$ cat src/ufc_map.vh
`ifndef UFC_MAP_VH
`define UFC_MAP_VH
// What this block does
// - Direction polarity picks transmit/receive pin levels
// - Transmitter drives direction pin only when owning
// - Direction select: zero RTS, one DTR
// - Transmitter off bit keeps transmitter disabled
// - Receiver off bit keeps receiver disabled
// - Multidrop enable selects RS-485 versus RS-232
// - Level wake: no sleep while rx low
// - Edge wake: sleep anyway, wake on toggle
// - Flow swap moves flow control to DTR/DSR
// - Soft restart resets all but the APB port and pin synchronisers, then self-clears
// - Software reset lasts four reference clocks
// - Timing zero: interrupt on below-trigger or empty
// - Timing one: empty waits for stop bit
// - Pin reset and software reset load identical register values
// - Event status resets to one, no pending
// - Line flags reset with transmitter-empty bits set
// - Modem status shows live inputs, deltas zero
// - Reset outputs: TX/RTS/DTR high, event low, released
// - Turnaround countdown in bit times before receive

`define UFC_IDX_MASK      6'd0
`define UFC_IDX_QUEUE     6'd1
`define UFC_IDX_EVSRC     6'd2
`define UFC_IDX_FRAME     6'd3
`define UFC_IDX_MOUT      6'd4
`define UFC_IDX_LINE      6'd5
`define UFC_IDX_MIN       6'd6
`define UFC_IDX_SCRATCH   6'd7
`define UFC_IDX_EXTRA     6'd8
`define UFC_IDX_FLOW      6'd9
`define UFC_IDX_TXTRIG    6'd10
`define UFC_IDX_RXTRIG    6'd11
`define UFC_IDX_PRESC     6'd12
`define UFC_IDX_TURN      6'd13
`define UFC_IDX_FC2       6'd14
`define UFC_IDX_FC1       6'd15
`define UFC_IDX_STATUS    6'd16
`define UFC_NUM_CFG       16

`define UFC_FC2_MULTIDROP 0
`define UFC_FC2_RX_OFF    1
`define UFC_FC2_TX_OFF    2
`define UFC_FC2_DIR_SEL   3
`define UFC_FC2_TX_OWNS   4
`define UFC_FC2_DIR_POL   5
`define UFC_FC1_TXE_TIME  0
`define UFC_FC1_SOFT      1
`define UFC_FC1_SWAP      2
`define UFC_FC1_WAKE_EDGE 4
`define UFC_MASK_TXE      1
`define UFC_MOUT_DTR      0
`define UFC_MOUT_RTS      1
`define UFC_FLOW_AUTO_RTS 6
`define UFC_FLOW_AUTO_CTS 7
`define UFC_LINE_TEMT     6
`define UFC_LINE_THRE     5

`define UFC_RST_ZERO      8'h00
`define UFC_RST_SCRATCH   8'h01
`define UFC_EVSRC_IDLE    8'h01
`define UFC_EVSRC_TXE     8'h02
`define UFC_LINE_RST      8'h60
`define UFC_WMASK_ALL     8'hFF
`define UFC_WMASK_NONE    8'h00
`define UFC_WMASK_FC2     8'h3F
`define UFC_WMASK_FC1     8'h15
`define UFC_WMASK_PRESC   8'h0F
`define UFC_SRST_CYCLES   3'd4
`define UFC_SYNC_SETTLE   2'd3
`endif

$ cat src/ufc_sync.v
`timescale 1ns/100ps
module ufc_sync #(
  parameter WIDTH     = 1,
  parameter RESET_VAL = 1'b1
) (
  input  wire             sys_clk_i,
  input  wire             resetn_i,
  input  wire             ce_i,
  input  wire [WIDTH-1:0] async_i,
  output wire [WIDTH-1:0] sync_o
);
  reg [WIDTH-1:0] meta_q;
  reg [WIDTH-1:0] sync_q;

  // Idle-high pins reset to their idle level
  always @(posedge sys_clk_i) begin
    if (!resetn_i) begin
      meta_q <= {WIDTH{RESET_VAL}};
      sync_q <= {WIDTH{RESET_VAL}};
    end else if (ce_i) begin
      meta_q <= async_i;
      sync_q <= meta_q;
    end
  end

  assign sync_o = sync_q;
endmodule // ufc_sync

$ cat src/ufc_turnaround.v
`timescale 1ns/100ps
module ufc_turnaround (
  input  wire       sys_clk_i,
  input  wire       rst_n_i,
  input  wire       ce_i,
  input  wire       enable_i,
  input  wire       tx_active_i,
  input  wire       bit_tick_i,
  input  wire [7:0] delay_i,
  output wire       hold_o
);
  reg [7:0] count_q;
  reg       active_prev_q;

  always @(posedge sys_clk_i) begin
    if (!rst_n_i) begin
      count_q       <= 8'h00;
      active_prev_q <= 1'b0;
    end else if (ce_i) begin
      active_prev_q <= tx_active_i;
      if (!enable_i || tx_active_i)
        count_q <= 8'h00;
      else if (active_prev_q)
        count_q <= delay_i;
      else if (bit_tick_i && count_q != 8'h00)
        count_q <= count_q - 8'h01;
    end
  end

  // Direction stays at transmit level until the count runs out
  assign hold_o = (count_q != 8'h00);
endmodule // ufc_turnaround

$ cat src/ufc_top.v
// Our own choices: the placing of the registers and the APB slave port.
`timescale 1ns/100ps
`include "ufc_map.vh"
module ufc_top (
  input  wire        sys_clk_i,
  input  wire        resetn_i,
  input  wire        ce_i,
  input  wire        psel_i,
  input  wire        penable_i,
  input  wire        pwrite_i,
  input  wire [7:0]  paddr_i,
  input  wire [31:0] pwdata_i,
  input  wire [3:0]  pstrb_i,
  output wire [31:0] prdata_o,
  output wire        pready_o,
  output wire        pslverr_o,
  input  wire        core_txd_i,
  input  wire        tx_active_i,
  input  wire        tx_shift_empty_i,
  input  wire        tx_fifo_empty_i,
  input  wire        tx_below_trig_i,
  input  wire        bit_tick_i,
  input  wire        sleep_req_i,
  input  wire        rx_flow_stop_i,
  input  wire        rx_i,
  input  wire        cts_n_i,
  input  wire        dsr_n_i,
  input  wire        dcd_n_i,
  input  wire        ri_n_i,
  output wire        txd_o,
  output wire        rts_n_o,
  output wire        dtr_n_o,
  output wire        host_event_o,
  output wire        irq_n_o,
  output wire        irq_n_oe_o,
  output wire        tx_enable_o,
  output wire        rx_enable_o,
  output wire        core_reset_o,
  output wire        tx_flow_ok_o,
  output wire        sleep_o
);

  function is_rw;
    input integer i;
    begin
      is_rw = !(i == `UFC_IDX_EVSRC || i == `UFC_IDX_LINE || i == `UFC_IDX_MIN);
    end
  endfunction

  function [7:0] rst_val;
    input integer i;
    begin
      rst_val = (i == `UFC_IDX_SCRATCH) ? `UFC_RST_SCRATCH : `UFC_RST_ZERO;
    end
  endfunction

  function [7:0] wr_mask;
    input integer i;
    begin
      case (i)
        `UFC_IDX_FC2:   wr_mask = `UFC_WMASK_FC2;
        `UFC_IDX_FC1:   wr_mask = `UFC_WMASK_FC1;
        `UFC_IDX_PRESC: wr_mask = `UFC_WMASK_PRESC;
        default:        wr_mask = `UFC_WMASK_ALL;
      endcase
    end
  endfunction

  // Soft restart sequencer and the combined internal reset
  reg  [2:0] srst_cnt_q;
  wire       srst_busy = (srst_cnt_q != 3'd0);
  wire       int_rst   = !resetn_i || srst_busy;
  wire       int_rst_n = !int_rst;

  // APB slave: one wait state so read data leaves a flop
  reg        pready_q;
  reg        pslverr_q;
  reg [31:0] prdata_q;
  wire       access   = psel_i && penable_i;
  wire [5:0] idx      = paddr_i[7:2];
  wire       unmapped = (paddr_i[1:0] != 2'b00) || (idx > `UFC_IDX_STATUS);
  wire       fire     = ce_i && access && pready_q;
  wire       wr_fire  = fire && pwrite_i && !pslverr_q && pstrb_i[0];
  wire       rd_fire  = fire && !pwrite_i && !pslverr_q;
  reg  [7:0] rd_byte;

  always @(posedge sys_clk_i) begin
    if (!resetn_i) begin
      pready_q  <= 1'b0;
      pslverr_q <= 1'b0;
      prdata_q  <= 32'h0000_0000;
    end else if (ce_i) begin
      pready_q <= access && !pready_q;
      if (access && !pready_q) begin
        pslverr_q <= unmapped;
        prdata_q  <= unmapped ? 32'h0000_0000 : {24'h00_0000, rd_byte};
      end else begin
        pslverr_q <= 1'b0;
      end
    end
  end

  assign pready_o  = pready_q;
  assign pslverr_o = pready_q && pslverr_q;
  assign prdata_o  = prdata_q;

  // Software-written registers, one flop byte per read/write index
  wire [8*`UFC_NUM_CFG-1:0] cfg_flat;
  genvar gi;
  generate
    for (gi = 0; gi < `UFC_NUM_CFG; gi = gi + 1) begin : g_cfg
      if (is_rw(gi)) begin : g_rw
        reg [7:0] val_q;
        always @(posedge sys_clk_i) begin
          if (int_rst)
            val_q <= rst_val(gi);
          else if (wr_fire && {26'd0, idx} == gi)
            val_q <= pwdata_i[7:0] & wr_mask(gi);
        end
        assign cfg_flat[8*gi +: 8] = val_q;
      end else begin : g_ro
        assign cfg_flat[8*gi +: 8] = 8'h00;
      end
    end
  endgenerate

  wire [7:0] mask_r  = cfg_flat[8*`UFC_IDX_MASK +: 8];
  wire [7:0] mout_r  = cfg_flat[8*`UFC_IDX_MOUT +: 8];
  wire [7:0] flow_r  = cfg_flat[8*`UFC_IDX_FLOW +: 8];
  wire [7:0] turn_r  = cfg_flat[8*`UFC_IDX_TURN +: 8];
  wire [7:0] fc2_r   = cfg_flat[8*`UFC_IDX_FC2 +: 8];
  wire [7:0] fc1_r   = cfg_flat[8*`UFC_IDX_FC1 +: 8];

  wire multidrop = fc2_r[`UFC_FC2_MULTIDROP];
  wire tx_owns   = fc2_r[`UFC_FC2_TX_OWNS];
  wire dir_sel   = fc2_r[`UFC_FC2_DIR_SEL];
  wire dir_pol   = fc2_r[`UFC_FC2_DIR_POL];
  wire tx_off    = fc2_r[`UFC_FC2_TX_OFF];
  wire rx_off    = fc2_r[`UFC_FC2_RX_OFF];
  wire txe_late  = fc1_r[`UFC_FC1_TXE_TIME];
  wire swap      = fc1_r[`UFC_FC1_SWAP];
  wire wake_edge = fc1_r[`UFC_FC1_WAKE_EDGE];

  // The self-clear is timed here, not by software
  always @(posedge sys_clk_i) begin
    if (!resetn_i)
      srst_cnt_q <= 3'd0;
    else if (ce_i) begin
      if (srst_busy)
        srst_cnt_q <= srst_cnt_q - 3'd1;
      else if (wr_fire && idx == `UFC_IDX_FC1 && pwdata_i[`UFC_FC1_SOFT])
        srst_cnt_q <= `UFC_SRST_CYCLES;
    end
  end

  // Pin inputs cross into the clock domain first
  wire [4:0] pins_s;
  ufc_sync #(
    .WIDTH     (5),
    .RESET_VAL (1'b1)
  ) u_sync (
    .sys_clk_i (sys_clk_i),
    .resetn_i  (resetn_i),
    .ce_i      (ce_i),
    .async_i   ({rx_i, dcd_n_i, ri_n_i, dsr_n_i, cts_n_i}),
    .sync_o    (pins_s)
  );
  wire       rx_s  = pins_s[4];
  wire [3:0] live  = ~pins_s[3:0];
  wire       cts_s = live[0];
  wire       dsr_s = live[1];

  // Modem input status: live levels plus sticky change bits
  reg  [3:0] live_prev_q;
  reg  [3:0] delta_q;
  wire [3:0] change = {live[3] ^ live_prev_q[3], live_prev_q[2] & !live[2],
                       live[1] ^ live_prev_q[1], live[0] ^ live_prev_q[0]};
  wire       msr_rd = rd_fire && idx == `UFC_IDX_MIN;

  // Synchroniser shows idle levels just after a pin reset
  reg  [1:0] settle_q;
  always @(posedge sys_clk_i) begin
    if (!resetn_i)
      settle_q <= `UFC_SYNC_SETTLE;
    else if (ce_i && settle_q != 2'd0)
      settle_q <= settle_q - 2'd1;
  end

  always @(posedge sys_clk_i) begin
    if (int_rst) begin
      live_prev_q <= live;
      delta_q     <= 4'h0;
    end else if (ce_i) begin
      live_prev_q <= live;
      // Only reported changes clear; later ones survive the read
      delta_q <= (msr_rd ? (delta_q & ~prdata_q[3:0]) : delta_q) |
                 ((settle_q != 2'd0) ? 4'h0 : change);
    end
  end

  // Line flags carry the transmitter-empty pair
  reg [7:0] line_q;
  always @(posedge sys_clk_i) begin
    if (int_rst)
      line_q <= `UFC_LINE_RST;
    else if (ce_i) begin
      line_q                 <= 8'h00;
      line_q[`UFC_LINE_THRE] <= tx_fifo_empty_i;
      line_q[`UFC_LINE_TEMT] <= tx_fifo_empty_i && tx_shift_empty_i;
    end
  end

  // Transmit-empty event and the event source status
  wire empty_hit  = txe_late ? (tx_fifo_empty_i && tx_shift_empty_i)
                             : tx_fifo_empty_i;
  wire txe_cond   = tx_below_trig_i || empty_hit;
  reg  txe_prev_q;
  reg  pend_q;
  wire txe_rise   = txe_cond && !txe_prev_q;
  wire evsrc_rd   = rd_fire && idx == `UFC_IDX_EVSRC;
  // A read that returned idle must not clear a late event
  wire evsrc_seen = |(prdata_q[7:0] & `UFC_EVSRC_TXE);

  always @(posedge sys_clk_i) begin
    if (int_rst) begin
      txe_prev_q <= 1'b0;
      pend_q     <= 1'b0;
    end else if (ce_i) begin
      txe_prev_q <= txe_cond;
      if (txe_rise && mask_r[`UFC_MASK_TXE])
        pend_q <= 1'b1;
      else if ((evsrc_rd && evsrc_seen) || !mask_r[`UFC_MASK_TXE])
        pend_q <= 1'b0;
    end
  end

  wire [7:0] evsrc = pend_q ? `UFC_EVSRC_TXE : `UFC_EVSRC_IDLE;

  // Sleep entry and wake-up on the receive pin
  reg rx_prev_q;
  reg sleep_q;
  always @(posedge sys_clk_i) begin
    if (int_rst) begin
      rx_prev_q <= 1'b1;
      sleep_q   <= 1'b0;
    end else if (ce_i) begin
      rx_prev_q <= rx_s;
      if (!sleep_q) begin
        if (sleep_req_i && (wake_edge || rx_s))
          sleep_q <= 1'b1;
      end else if (!sleep_req_i) begin
        sleep_q <= 1'b0;
      end else if (wake_edge) begin
        if (rx_s != rx_prev_q)
          sleep_q <= 1'b0;
      end else if (!rx_s) begin
        sleep_q <= 1'b0;
      end
    end
  end

  // Direction control with turnaround hold
  wire turn_hold;
  ufc_turnaround u_turn (
    .sys_clk_i   (sys_clk_i),
    .rst_n_i     (int_rst_n),
    .ce_i        (ce_i),
    .enable_i    (multidrop),
    .tx_active_i (tx_active_i),
    .bit_tick_i  (bit_tick_i),
    .delay_i     (turn_r),
    .hold_o      (turn_hold)
  );

  // Bridge the clock between busy falling and the count loading
  reg  tx_busy_prev_q;
  always @(posedge sys_clk_i) begin
    if (int_rst)
      tx_busy_prev_q <= 1'b0;
    else if (ce_i)
      tx_busy_prev_q <= tx_active_i;
  end
  wire turn_bridge = multidrop && tx_busy_prev_q && (turn_r != 8'h00);
  wire dir_tx    = tx_active_i || turn_hold || turn_bridge;
  wire dir_level = dir_tx ? dir_pol : !dir_pol;
  wire dir_drive = multidrop && tx_owns;

  // Ordinary modem outputs, with flow stop on the chosen pin
  wire auto_rts  = flow_r[`UFC_FLOW_AUTO_RTS];
  wire auto_cts  = flow_r[`UFC_FLOW_AUTO_CTS];
  wire flow_n    = auto_rts && rx_flow_stop_i;
  wire rts_plain = !mout_r[`UFC_MOUT_RTS] || (flow_n && !swap);
  wire dtr_plain = !mout_r[`UFC_MOUT_DTR] || (flow_n && swap);
  wire rts_d     = (dir_drive && !dir_sel) ? dir_level : rts_plain;
  wire dtr_d     = (dir_drive && dir_sel) ? dir_level : dtr_plain;
  wire tx_en     = !tx_off && !int_rst;

  reg txd_q;
  reg rts_q;
  reg dtr_q;
  reg evt_q;
  always @(posedge sys_clk_i) begin
    if (int_rst) begin
      txd_q <= 1'b1;
      rts_q <= 1'b1;
      dtr_q <= 1'b1;
      evt_q <= 1'b0;
    end else if (ce_i) begin
      txd_q <= tx_en ? core_txd_i : 1'b1;
      rts_q <= rts_d;
      dtr_q <= dtr_d;
      evt_q <= pend_q;
    end
  end

  assign txd_o        = txd_q;
  assign rts_n_o      = rts_q;
  assign dtr_n_o      = dtr_q;
  assign host_event_o = evt_q;
  assign irq_n_o      = 1'b0;
  assign irq_n_oe_o   = evt_q;
  assign tx_enable_o  = tx_en;
  assign rx_enable_o  = !rx_off && !int_rst;
  assign core_reset_o = int_rst;
  assign tx_flow_ok_o = !auto_cts || (swap ? dsr_s : cts_s);
  assign sleep_o      = sleep_q;

  // Read multiplexer
  always @* begin
    case (idx)
      `UFC_IDX_EVSRC:  rd_byte = evsrc;
      `UFC_IDX_LINE:   rd_byte = line_q;
      `UFC_IDX_MIN:    rd_byte = {live, delta_q};
      `UFC_IDX_FC1:    rd_byte = fc1_r | {6'h00, srst_busy, 1'b0};
      `UFC_IDX_STATUS: rd_byte = {4'h0, dir_tx, sleep_q, !rx_off, !tx_off};
      `UFC_IDX_MASK:    rd_byte = cfg_flat[8*`UFC_IDX_MASK +: 8];
      `UFC_IDX_QUEUE:   rd_byte = cfg_flat[8*`UFC_IDX_QUEUE +: 8];
      `UFC_IDX_FRAME:   rd_byte = cfg_flat[8*`UFC_IDX_FRAME +: 8];
      `UFC_IDX_MOUT:    rd_byte = cfg_flat[8*`UFC_IDX_MOUT +: 8];
      `UFC_IDX_SCRATCH: rd_byte = cfg_flat[8*`UFC_IDX_SCRATCH +: 8];
      `UFC_IDX_EXTRA:   rd_byte = cfg_flat[8*`UFC_IDX_EXTRA +: 8];
      `UFC_IDX_FLOW:    rd_byte = cfg_flat[8*`UFC_IDX_FLOW +: 8];
      `UFC_IDX_TXTRIG:  rd_byte = cfg_flat[8*`UFC_IDX_TXTRIG +: 8];
      `UFC_IDX_RXTRIG:  rd_byte = cfg_flat[8*`UFC_IDX_RXTRIG +: 8];
      `UFC_IDX_PRESC:   rd_byte = cfg_flat[8*`UFC_IDX_PRESC +: 8];
      `UFC_IDX_TURN:    rd_byte = cfg_flat[8*`UFC_IDX_TURN +: 8];
      `UFC_IDX_FC2:     rd_byte = cfg_flat[8*`UFC_IDX_FC2 +: 8];
      default:         rd_byte = 8'h00;
    endcase
  end
endmodule // ufc_top

$ cat config.mk
export PLATFORM = sky130hd
export DESIGN_NAME = ufc_top
export DESIGN_NICKNAME = d
export VERILOG_FILES = /design/src/ufc_sync.v /design/src/ufc_turnaround.v /design/src/ufc_top.v
export VERILOG_INCLUDE_DIRS = /design/src
export SDC_FILE = /design/constraint.sdc
export NUM_CORES = 1
export LEC_CHECK = 0
export ABC_AREA = 1
export BUFFER_PORTS_ARGS = -buffer_cell sky130_fd_sc_hd__buf_4
export CAP_MARGIN = 25
export CORE_UTILIZATION = 50
export CTS_CLUSTER_SIZE = 25
export DETAILED_ROUTE_END_ITERATION = 8
export PLACE_DENSITY_LB_ADDON = 0.15
export SETUP_SLACK_MARGIN = 0.2
export SYNTH_ARGS = -nofsm -noshare
export SYNTH_HDL_FRONTEND = slang
export SYNTH_SLANG_ARGS = --single-unit
$ cat constraint.sdc
create_clock -name sys_clk_i -period 2.2 [get_ports sys_clk_i]
set_input_delay 0.22 -clock sys_clk_i [delete_from_list [all_inputs] [get_ports sys_clk_i]]
set_output_delay 0.22 -clock sys_clk_i [all_outputs]
set_load 0.01 [all_outputs]
==> results of run 1 <==
-- cells by family (layout without fill, tap and decap cells) --
group | count (synthesis) | in the layout | synth area share [%]
AND/OR/NAND/NOR | 482 | 482 | 30.2
adder cells (fa/ha/maj) | 3 | 3 | 0.541
flip-flops | 145 | 145 | 42.4
AO/OA/AOI/OAI | 223 | 223 | 16.6
XOR/XNOR | 3 | 3 | 0.379
other | 1 | 25 | 0.0540
buffers and inverters | 148 | 193 | 9.81
-- metal layers --
metal / share of wire, % / vias to the layer above / GRT usage [%]
li1: - / 3323 / -
met1: 45 / 3017 / 41.3
met2: 45 / 234 / 46.7
met3: 7.1 / 39 / 6.04
met4: 2.7 / 0 / 11.7
met5: 0 / - / 0
-- stage by stage --
stage / worst slack [ps] / utilization, % / instance area [sq um]
finish: 342 / 60.4 / 8090
CTS: 227 / 60.3 / 8080
global placement: 415 / 55.5 / 7430
detailed placement: 402 / 55.5 / 7430
floorplan: 585 / - / 7030
global route: 246 / 60.4 / 8090
-- power by group through the flow --
stage	Sequential, uW	Combinational, uW	Clock, uW
2_1_floorplan	2750	267	0
3_3_place_gp	2760	386	0
3_5_place_dp	2760	389	0
4_1_cts	2700	395	2990
5_1_grt	2710	440	3110
6_report	2700	401	2980
-- registers in the layout, indices dropped and copies added, names as in the netlist, 4 cells and up --
| signal | flops |
|---|---|
| flow_r | 8 |
| u_sync.sync_o | 5 |
| delta_q | 4 |
| live_prev_q | 4 |
| fc2_r | 6 |
| prdata_o | 8 |
| u_sync.meta_q | 5 |
| u_turn.count_q | 8 |
| g_cfg.g_rw.val_q | 76 |
-- critical path: stages (launching register included) --
cell and delay, ps:
dfxtp_1 330, nor2_2 160, nand2_2 110, nor2_4 160
inv_4 130, nor2_1 170, buf_4 150
-- worst paths after layout --
check / start / end / slack, ps / cells after the start
max: srst_cnt_q[0]$_SDFFE_PN0P_ / rx_enable_o / 340 / 6
min: ri_n_i / u_sync.meta_q[2]$_SDFFE_PN1P_ / 7 / 3
max reg2reg: u_turn.count_q[0]$_SDFFE_PP0P_ / prdata_o[3]$_SDFFE_PN0P_ / 430 / 10
min reg2reg: g_cfg[11].g_rw.val_q[3]$_SDFFE_PP0P_ / g_cfg[11].g_rw.val_q[3]$_SDFFE_PP0P_ / 450 / 2
-- cell usage after synthesis (2+ instances only) --
cell        n
a21oi_1    84
buf_1       4
buf_2       7
buf_4      29
clkbuf_1   17
dfxtp_1   141
edfxtp_1    4
ha_1        3
inv_1      69
inv_2      20
nand2_1   197
nand2_2     6
nand3_1    44
nand3b_1    2
nand4_1    16
nor2_1    181
nor2_2     15
nor2_4     13
nor3_1      4
nor3b_1     2
o211ai_1    4
o21a_1      3
o21ai_0   113
o21ai_1     8
o22ai_1     7
xor2_1      3
-- cell type report --
class / instances / area, sq um / area share (%)
clock inverters: 8 / 100 / 1.24
repair buffers: 71 / 553 / 6.84
flip-flops and latches: 145 / 2940 / 36.4
inverters: 90 / 340 / 4.21
clock buffers: 24 / 513 / 6.34
multi-input cells: 736 / 3420 / 42.3
well taps: 176 / 220 / 2.72
-- what timing repair did --
action                                  4_1_cts  5_1_grt
pin swaps                                     0        0
cloned                                        0        0
endpoints found under the setup margin        2        2
gates resized for setup                       1        3
hold buffers                                  3        0
hold endpoints to repair                      3        0
==> results.cfg, run 1 <==
[outcome]
status = completed

[sta]
fmax_mhz = 538
finalHoldViolCount = 0
maxSlewViolCount = 0
fin_skew_ps = 9.95
setup_viol = 0
tns_ps = 0
whs_ps = 6.90
slew_headroom_pct = 60.0
period_minus_slack_ps = 1860
finalCritPeriodShare_pct = 84.5
worst_slew_pin_slew_ps = 599
rsz0062_at_grt = false

[pwr]
seqPwrFrac_pct = 44.5
power.switching_uw = 1420
peakVddDrop_uv = 705
p_int_uw = 4660
clock_power_share_pct = 49.0
combPwrFrac_pct = 6.6
powerDensity_mw_per_mm2 = 752
p_total_uw = 6080
swShare_pct = 23.4
leakage_uw = 0.00344

[clocking]
clk_path_buf_depth = 2
cts_tree = yes
path_clk_slew_ps = 60
htree_levels = 4
ctsRootBufferMaster = clkbuf_16
postCtsSetupRepairBufs = 0
numCtsBuffers = 17
clk_latency_ps = 420
cts.sinks = 145

[setup_path]
endpoint_kind = primary output
critPathKind = flop to primary output
arrival_ps = 1640
start_kind = flop
worst_ep_required_time_ps = 1980
path_max_fanout = 18

[floorplan]
num_rows = 42
die_h_microns = 120
io_pins = 108
die_w_microns = 120
core_sq_mm = 0.0134
die-area_sq_mm = 0.0144
initial_core_util_pct = 51.8

[final_layout]
final_common_cell = nand2_1
diodes = 0
final_layout_size_suffix_gt1_share_pct = 14.7
area_delta_synth_final_pct = 16.6
fillers = 1318
nNetsFinal = 1127
finalNonFillerCells = 1250
layout_common_cells = 196 x nand2_1, 179 x nor2_1, 141 x dfxtp_1, 113 x o21ai_0, 84 x a21oi_1

[logic_synthesis]
synth_top_area_share_pct = 40.7
async_flop_share_pct = 0
synth_area_sq_mm = 0.00694
ys_seq_elements = 145
synth_edf_count = 4
ys_types = 35
ys_warn_count = 0
synth_area_leaders = dfxtp_1 41%, nand2_1 11%, nor2_1 9.8%
avgSynthCellArea_sq_um = 6.90
synth_ff_type = dfxtp_1
ys_seq_area_share_pct = 42.4
syn_inst = 1005
synth_top_cell_by_area = dfxtp_1

[grt]
grt_pass1_wl_microns = 32600
grt_max_degree = 99
grt_overflow = 0
grt_pass1_vias = 6032
groute.usage.overall_pct = 30.2
antenna_found_initial = 0

[routing]
drc = 0
drtAntennaViolNets = 0
avgViaCountPerCell = 5.29
routed_wl_microns = 20600
vias = 6613
dr.pass1.iters = 6
wl_per_cell_microns = 16.5
drtIter0Drc = 599

[placed_design]
place_hpwl_microns = 14600
place.gp.congestion = 0.964
placed_cells_incl_taps = 1215
io_buffers = 55

[run]
maxCapViolations = 0

[min_path]
min_path_type = primary input to flop
Note: power is estimated with default switching activity, not from simulation.
==> inputs of run 2 (changes only) <==
- clock period: 2.2 -> 1.8 ns (I/O delays scaled with it)
==> results.cfg, run 2 (synthesis results as in run 1) <==
[outcome]
status = completed

[pwr]
combPwrFrac_pct = 7.5
powerDensity_mw_per_mm2 = 852
peakVddDrop_uv = 779
leakage_uw = 0.00361
power.switching_uw = 1830
seqPwrFrac_pct = 45.8
p_int_uw = 5370
swShare_pct = 25.4
clock_power_share_pct = 46.7

[placed_design]
placed_cells_incl_taps = 1229
place_hpwl_microns = 14700
place.gp.congestion = 0.950
io_buffers = 55

[routing]
vias = 6825
avgViaCountPerCell = 5.32
drc = 0
drtAntennaViolNets = 0
drtIter0Drc = 647
dr.pass1.iters = 5
wl_per_cell_microns = 16.4
routed_wl_microns = 21000

[clocking]
clk_path_buf_depth = 2
path_clk_slew_ps = 60
clk_latency_ps = 430
ctsRootBufferMaster = clkbuf_16
cts.sinks = 145
numCtsBuffers = 17
cts_tree = yes
htree_levels = 4

[grt]
grt_overflow = 0
antenna_found_initial = 0
grt_pass1_vias = 6192
grt_max_degree = 58
groute.usage.overall_pct = 30.5
grt_pass1_wl_microns = 33000

[floorplan]
num_rows = 42
die_w_microns = 120
die-area_sq_mm = 0.0144
core_sq_mm = 0.0134
initial_core_util_pct = 51.8
io_pins = 108
die_h_microns = 120

[final_layout]
layout_common_cells = 194 x nand2_1, 174 x nor2_1, 137 x dfxtp_1, 110 x o21ai_0, 90 x buf_4
area_delta_synth_final_pct = 21.8
largest_reg_flops = 76
fillers = 1204
finalNonFillerCells = 1283
final_layout_size_suffix_gt1_share_pct = 18.9
largest-register = g_cfg.g_rw.val_q
diodes = 0
multi_input_area_sq_mm = 0.00351
final_common_cell = nand2_1
nNetsFinal = 1160
regArea_sq_mm = 0.00295

[min_path]
whs_path_depth = 2
min_path_type = primary input to flop

[sta]
finalCritPeriodShare_pct = 88.6
rsz0062_at_grt = true
tns_ps = 0
period_minus_slack_ps = 1590
fmax_mhz = 627
setup_viol = 0
fin_skew_ps = 13.7
finalHoldViolCount = 0
maxSlewViolCount = 0

[run]
maxCapViolations = 0

[setup_path]
arrival_ps = 1410
start_kind = flop
reg2regPathDepth = 8
path_max_fanout = 5
worst_ep_required_time_ps = 1620
critPathKind = flop to primary output
endpoint_kind = primary output
run 2: area by class of cell:
type | count | area share, %
Clock inverter | 15 | 1.58
Multi-Input combinational cell | 736 | 41.6
Sequential cell | 145 | 34.9
Inverter | 90 | 4.15
Timing Repair Buffer | 104 | 10.1
Clock buffer | 17 | 5.03
Tap cell | 176 | 2.61
run 2: worst paths after layout:
path	from	endpoint	slack (ps)
hold reg to reg	g_cfg[4].g_rw.val_q[3]$_SDFFE_PP0P_	g_cfg[4].g_rw.val_q[3]$_SDFFE_PP0P_	450
setup / recovery	srst_cnt_q[1]$_SDFFE_PN0P_	core_reset_o	210
setup reg to reg	pslverr_q$_SDFFE_PN0P_	srst_cnt_q[1]$_SDFFE_PN0P_	260
hold / removal	resetn_i	u_sync.meta_q[4]$_SDFFE_PN1P_	30
run 2: worst max-delay path: stages, from the launching register on:
cell and delay [ps]:
dfxtp_2 330, nor2_4 130, nand2_4 80, nor2_4 140, inv_6 70, buf_8 130, buf_6 110
run 2: routing by layer:
metal	share of wire, %	vias to the layer above	global-route usage (%)	wire (microns)
met4	2.8	0	11.5	583
met5	0	-	0	0
met2	45	246	47.2	9560
li1	-	3404	-	-
met1	45	3134	41.8	9550
met3	6.3	41	6.13	1330
run 2: power groups by stage:
stage / Clock, uW / Sequential [uW] / Combinational [uW]
global placement: 0 / 3370 / 493
global route: 3540 / 3310 / 586
detailed placement: 0 / 3370 / 496
finish: 3360 / 3300 / 539
CTS: 3390 / 3300 / 522
floorplan: 0 / 3360 / 326
run 2: repair_timing:
item                       in CTS  in global routing
setup buffers                   7                 10
hold endpoints to repair        5                  0
gates resized for setup        20                 26
pin swaps                       3                  9
setup endpoints to repair      66                 71
hold buffers                    5                  0
run 2: stage by stage:
| stage | hold WS [ps] | setup slack [ps] | utilization (%) | area (sq um) | power (uW) |
|---|---|---|---|---|---|
| CTS | 8.53 | 150 | 61.9 | 8290 | 7210 |
| floorplan | 306 | 225 | - | 7030 | 3690 |
| global route | 17.2 | 138 | 63.1 | 8450 | 7430 |
| finish | 26.1 | 206 | 63.1 | 8450 | 7200 |
| detailed placement | 398 | 70.6 | 56.5 | 7570 | 3870 |
| global placement | 399 | 115 | 56.5 | 7570 | 3870 |
==> inputs of run 3 (changes only) <==
- clock period: 1.8 -> 1.7 ns (I/O delays scaled with it)
==> results.cfg, run 3 (synthesis results as in run 1) <==
[floorplan]
die_h_microns = 120
core_sq_mm = 0.0134
die_w_microns = 120
initial_core_util_pct = 51.8
num_rows = 42
io_pins = 108
die-area_sq_mm = 0.0144

[setup_path]
cp_slowest_stage_delay_ps = 350
rr_endpoint = g_cfg[8].g_rw.val_q[5]$_SDFFE_PP0P_
critical_path.cell_chain = nor2_4, nand2_2, nor2_4, inv_4, buf_8, nor2_4, buf_6
reg2reg_from = pready_o$_SDFFE_PN0P_
worst_ep_required_time_ps = 1530
endpoint_kind = primary output
critPathKind = flop to primary output
slowest_stage = dfxtp_4
r2r_slack_ps = 80
reg2regPathDepth = 7
cpMostUsedCell = nor2_4
path_max_fanout = 4
arrival_ps = 1470
start_kind = flop

[pwr]
power.switching_uw = 1970
combPwrFrac_pct = 8.4
leakage_uw = 0.00397
clock_power_share_pct = 50.0
peakVddDrop_uv = 656
seqPwrFrac_pct = 41.7
p_int_uw = 6430
swShare_pct = 23.5
powerDensity_mw_per_mm2 = 892

[routing]
vias = 7323
dr.pass1.iters = 8
drtIter0Drc = 665
drtAntennaViolNets = 0
routed_wl_microns = 23800
drc = 0
avgViaCountPerCell = 5.52
wl_per_cell_microns = 17.9

[outcome]
status = completed

[clocking]
clk_path_buf_depth = 2
numCtsBuffers = 17
cts_tree = yes
htree_levels = 4
ctsRootBufferMaster = clkbuf_16
clk_latency_ps = 420
cts.sinks = 145
path_clk_slew_ps = 70

[run]
maxCapViolations = 0

[final_layout]
largest-register = g_cfg.g_rw.val_q
layout_common_cells = 191 x nand2_1, 157 x nor2_1, 135 x dfxtp_1, 106 x buf_4, 82 x a21oi_1
diodes = 0
final_layout_size_suffix_gt1_share_pct = 27.8
fin_util_pct = 70.3
finalNonFillerCells = 1327
final_common_cell = nand2_1
nNetsFinal = 1204
area_delta_synth_final_pct = 35.8
largest_reg_flops = 76
fillers = 1096

[grt]
antenna_found_initial = 0
groute.usage.overall_pct = 31.5
grt_overflow = 0
grt_pass1_wl_microns = 34300
grt_pass1_vias = 6547
grt_max_degree = 60

[sta]
slew_headroom_pct = 64.0
whs_ps = 14.0
period_minus_slack_ps = 1640
finalCritPeriodShare_pct = 96.3
tns_ps = 0
rsz0062_at_grt = true
maxSlewViolCount = 0
fin_skew_ps = 9.55
finalHoldViolCount = 0
fmax_mhz = 611
worst_slew_pin_slew_ps = 539
setup_viol = 0

[placed_design]
io_buffers = 55
placed_cells_incl_taps = 1244
place.gp.congestion = 0.948
place_hpwl_microns = 15200

[min_path]
hold_end = u_sync.meta_q[4]$_SDFFE_PN1P_
min_path_type = primary input to flop
whs_path_depth = 2
min-delay-start = resetn_i
-- run 3: changes by cell type in the layout (fill, tap and decap cells not counted), sizes merged, moves of 2 or more --
cell         delta
bufinv          +4
buf            +34
clkinv          -3
dlygate4sd3     +2
clkbuf          +7
-- run 3: routing by layer --
metal / part of all wire, % / routed length, microns / global-route usage [%] / vias up
li1: - / - / - / 3496
met1: 40 / 9510 / 41.4 / 3370
met2: 47 / 11100 / 50.8 / 379
met3: 9.3 / 2210 / 5.75 / 78
met4: 4.2 / 1010 / 13.0 / 0
met5: 0 / 0 / 0 / -
-- run 3: worst max path at each step --
stage	start	end	slack [ps]
after floorplan	srst_cnt_q[0]$_SDFFE_PN0P_	rx_enable_o	210
after global placement	paddr_i[6]	prdata_o[5]$_SDFFE_PN0P_	60
after detailed placement	paddr_i[7]	flow_r[1]$_SDFFE_PP0P_	40
after CTS	srst_cnt_q[1]$_SDFFE_PN0P_	rx_enable_o	70
after global routing	pready_o$_SDFFE_PN0P_	g_cfg[8].g_rw.val_q[5]$_SDFFE_PP0P_	-10
final	srst_cnt_q[0]$_SDFFE_PN0P_	rx_enable_o	60
-- run 3: stage by stage --
step	power [uW]	setup WS (ps)	cell area [sq um]
floorplan	3910	208	7050
global placement	4100	63.2	7690
detailed placement	4110	44.8	7690
CTS	8270	74.6	8560
global route	8620	-12.1	9420
finish	8400	62.7	9420
-- run 3: layout make-up --
cell class	count	area [sq um]	area share, %
Clock buffer	20	457	4.85
Clock inverter	12	204	2.16
Inverter	90	390	4.14
Multi-Input combinational cell	737	3810	40.5
Sequential cell	145	2960	31.4
Tap cell	176	220	2.34
Timing Repair Buffer	144	1340	14.3
Timing Repair inverter	3	36.3	0.385
-- run 3: repair_timing --
item / 4_1_cts / 5_1_grt
buffers inserted: 12 / 23
setup endpoints to repair: 85 / 102
gates resized for setup: 16 / 211
hold endpoints to repair: 6 / 0
gates cloned: 0 / 9
hold buffers: 7 / 0
pin swaps: 6 / 49
-- run 3: worst max-delay path, delay by kind of cell (launching register included) --
kind	cells	cell delay, ps
flops	1	350
buf+inv	3	300
simple gates	4	400
-- run 3: power by group through the flow --
| stage | registers, uW | logic [uW] | clock network [uW] |
|---|---|---|---|
| 6_report | 3500 | 702 | 4200 |
| 5_1_grt | 3500 | 746 | 4370 |
| 4_1_cts | 3500 | 567 | 4210 |
| 3_5_place_dp | 3570 | 535 | 0 |
| 3_3_place_gp | 3570 | 527 | 0 |
| 2_1_floorplan | 3560 | 348 | 0 |
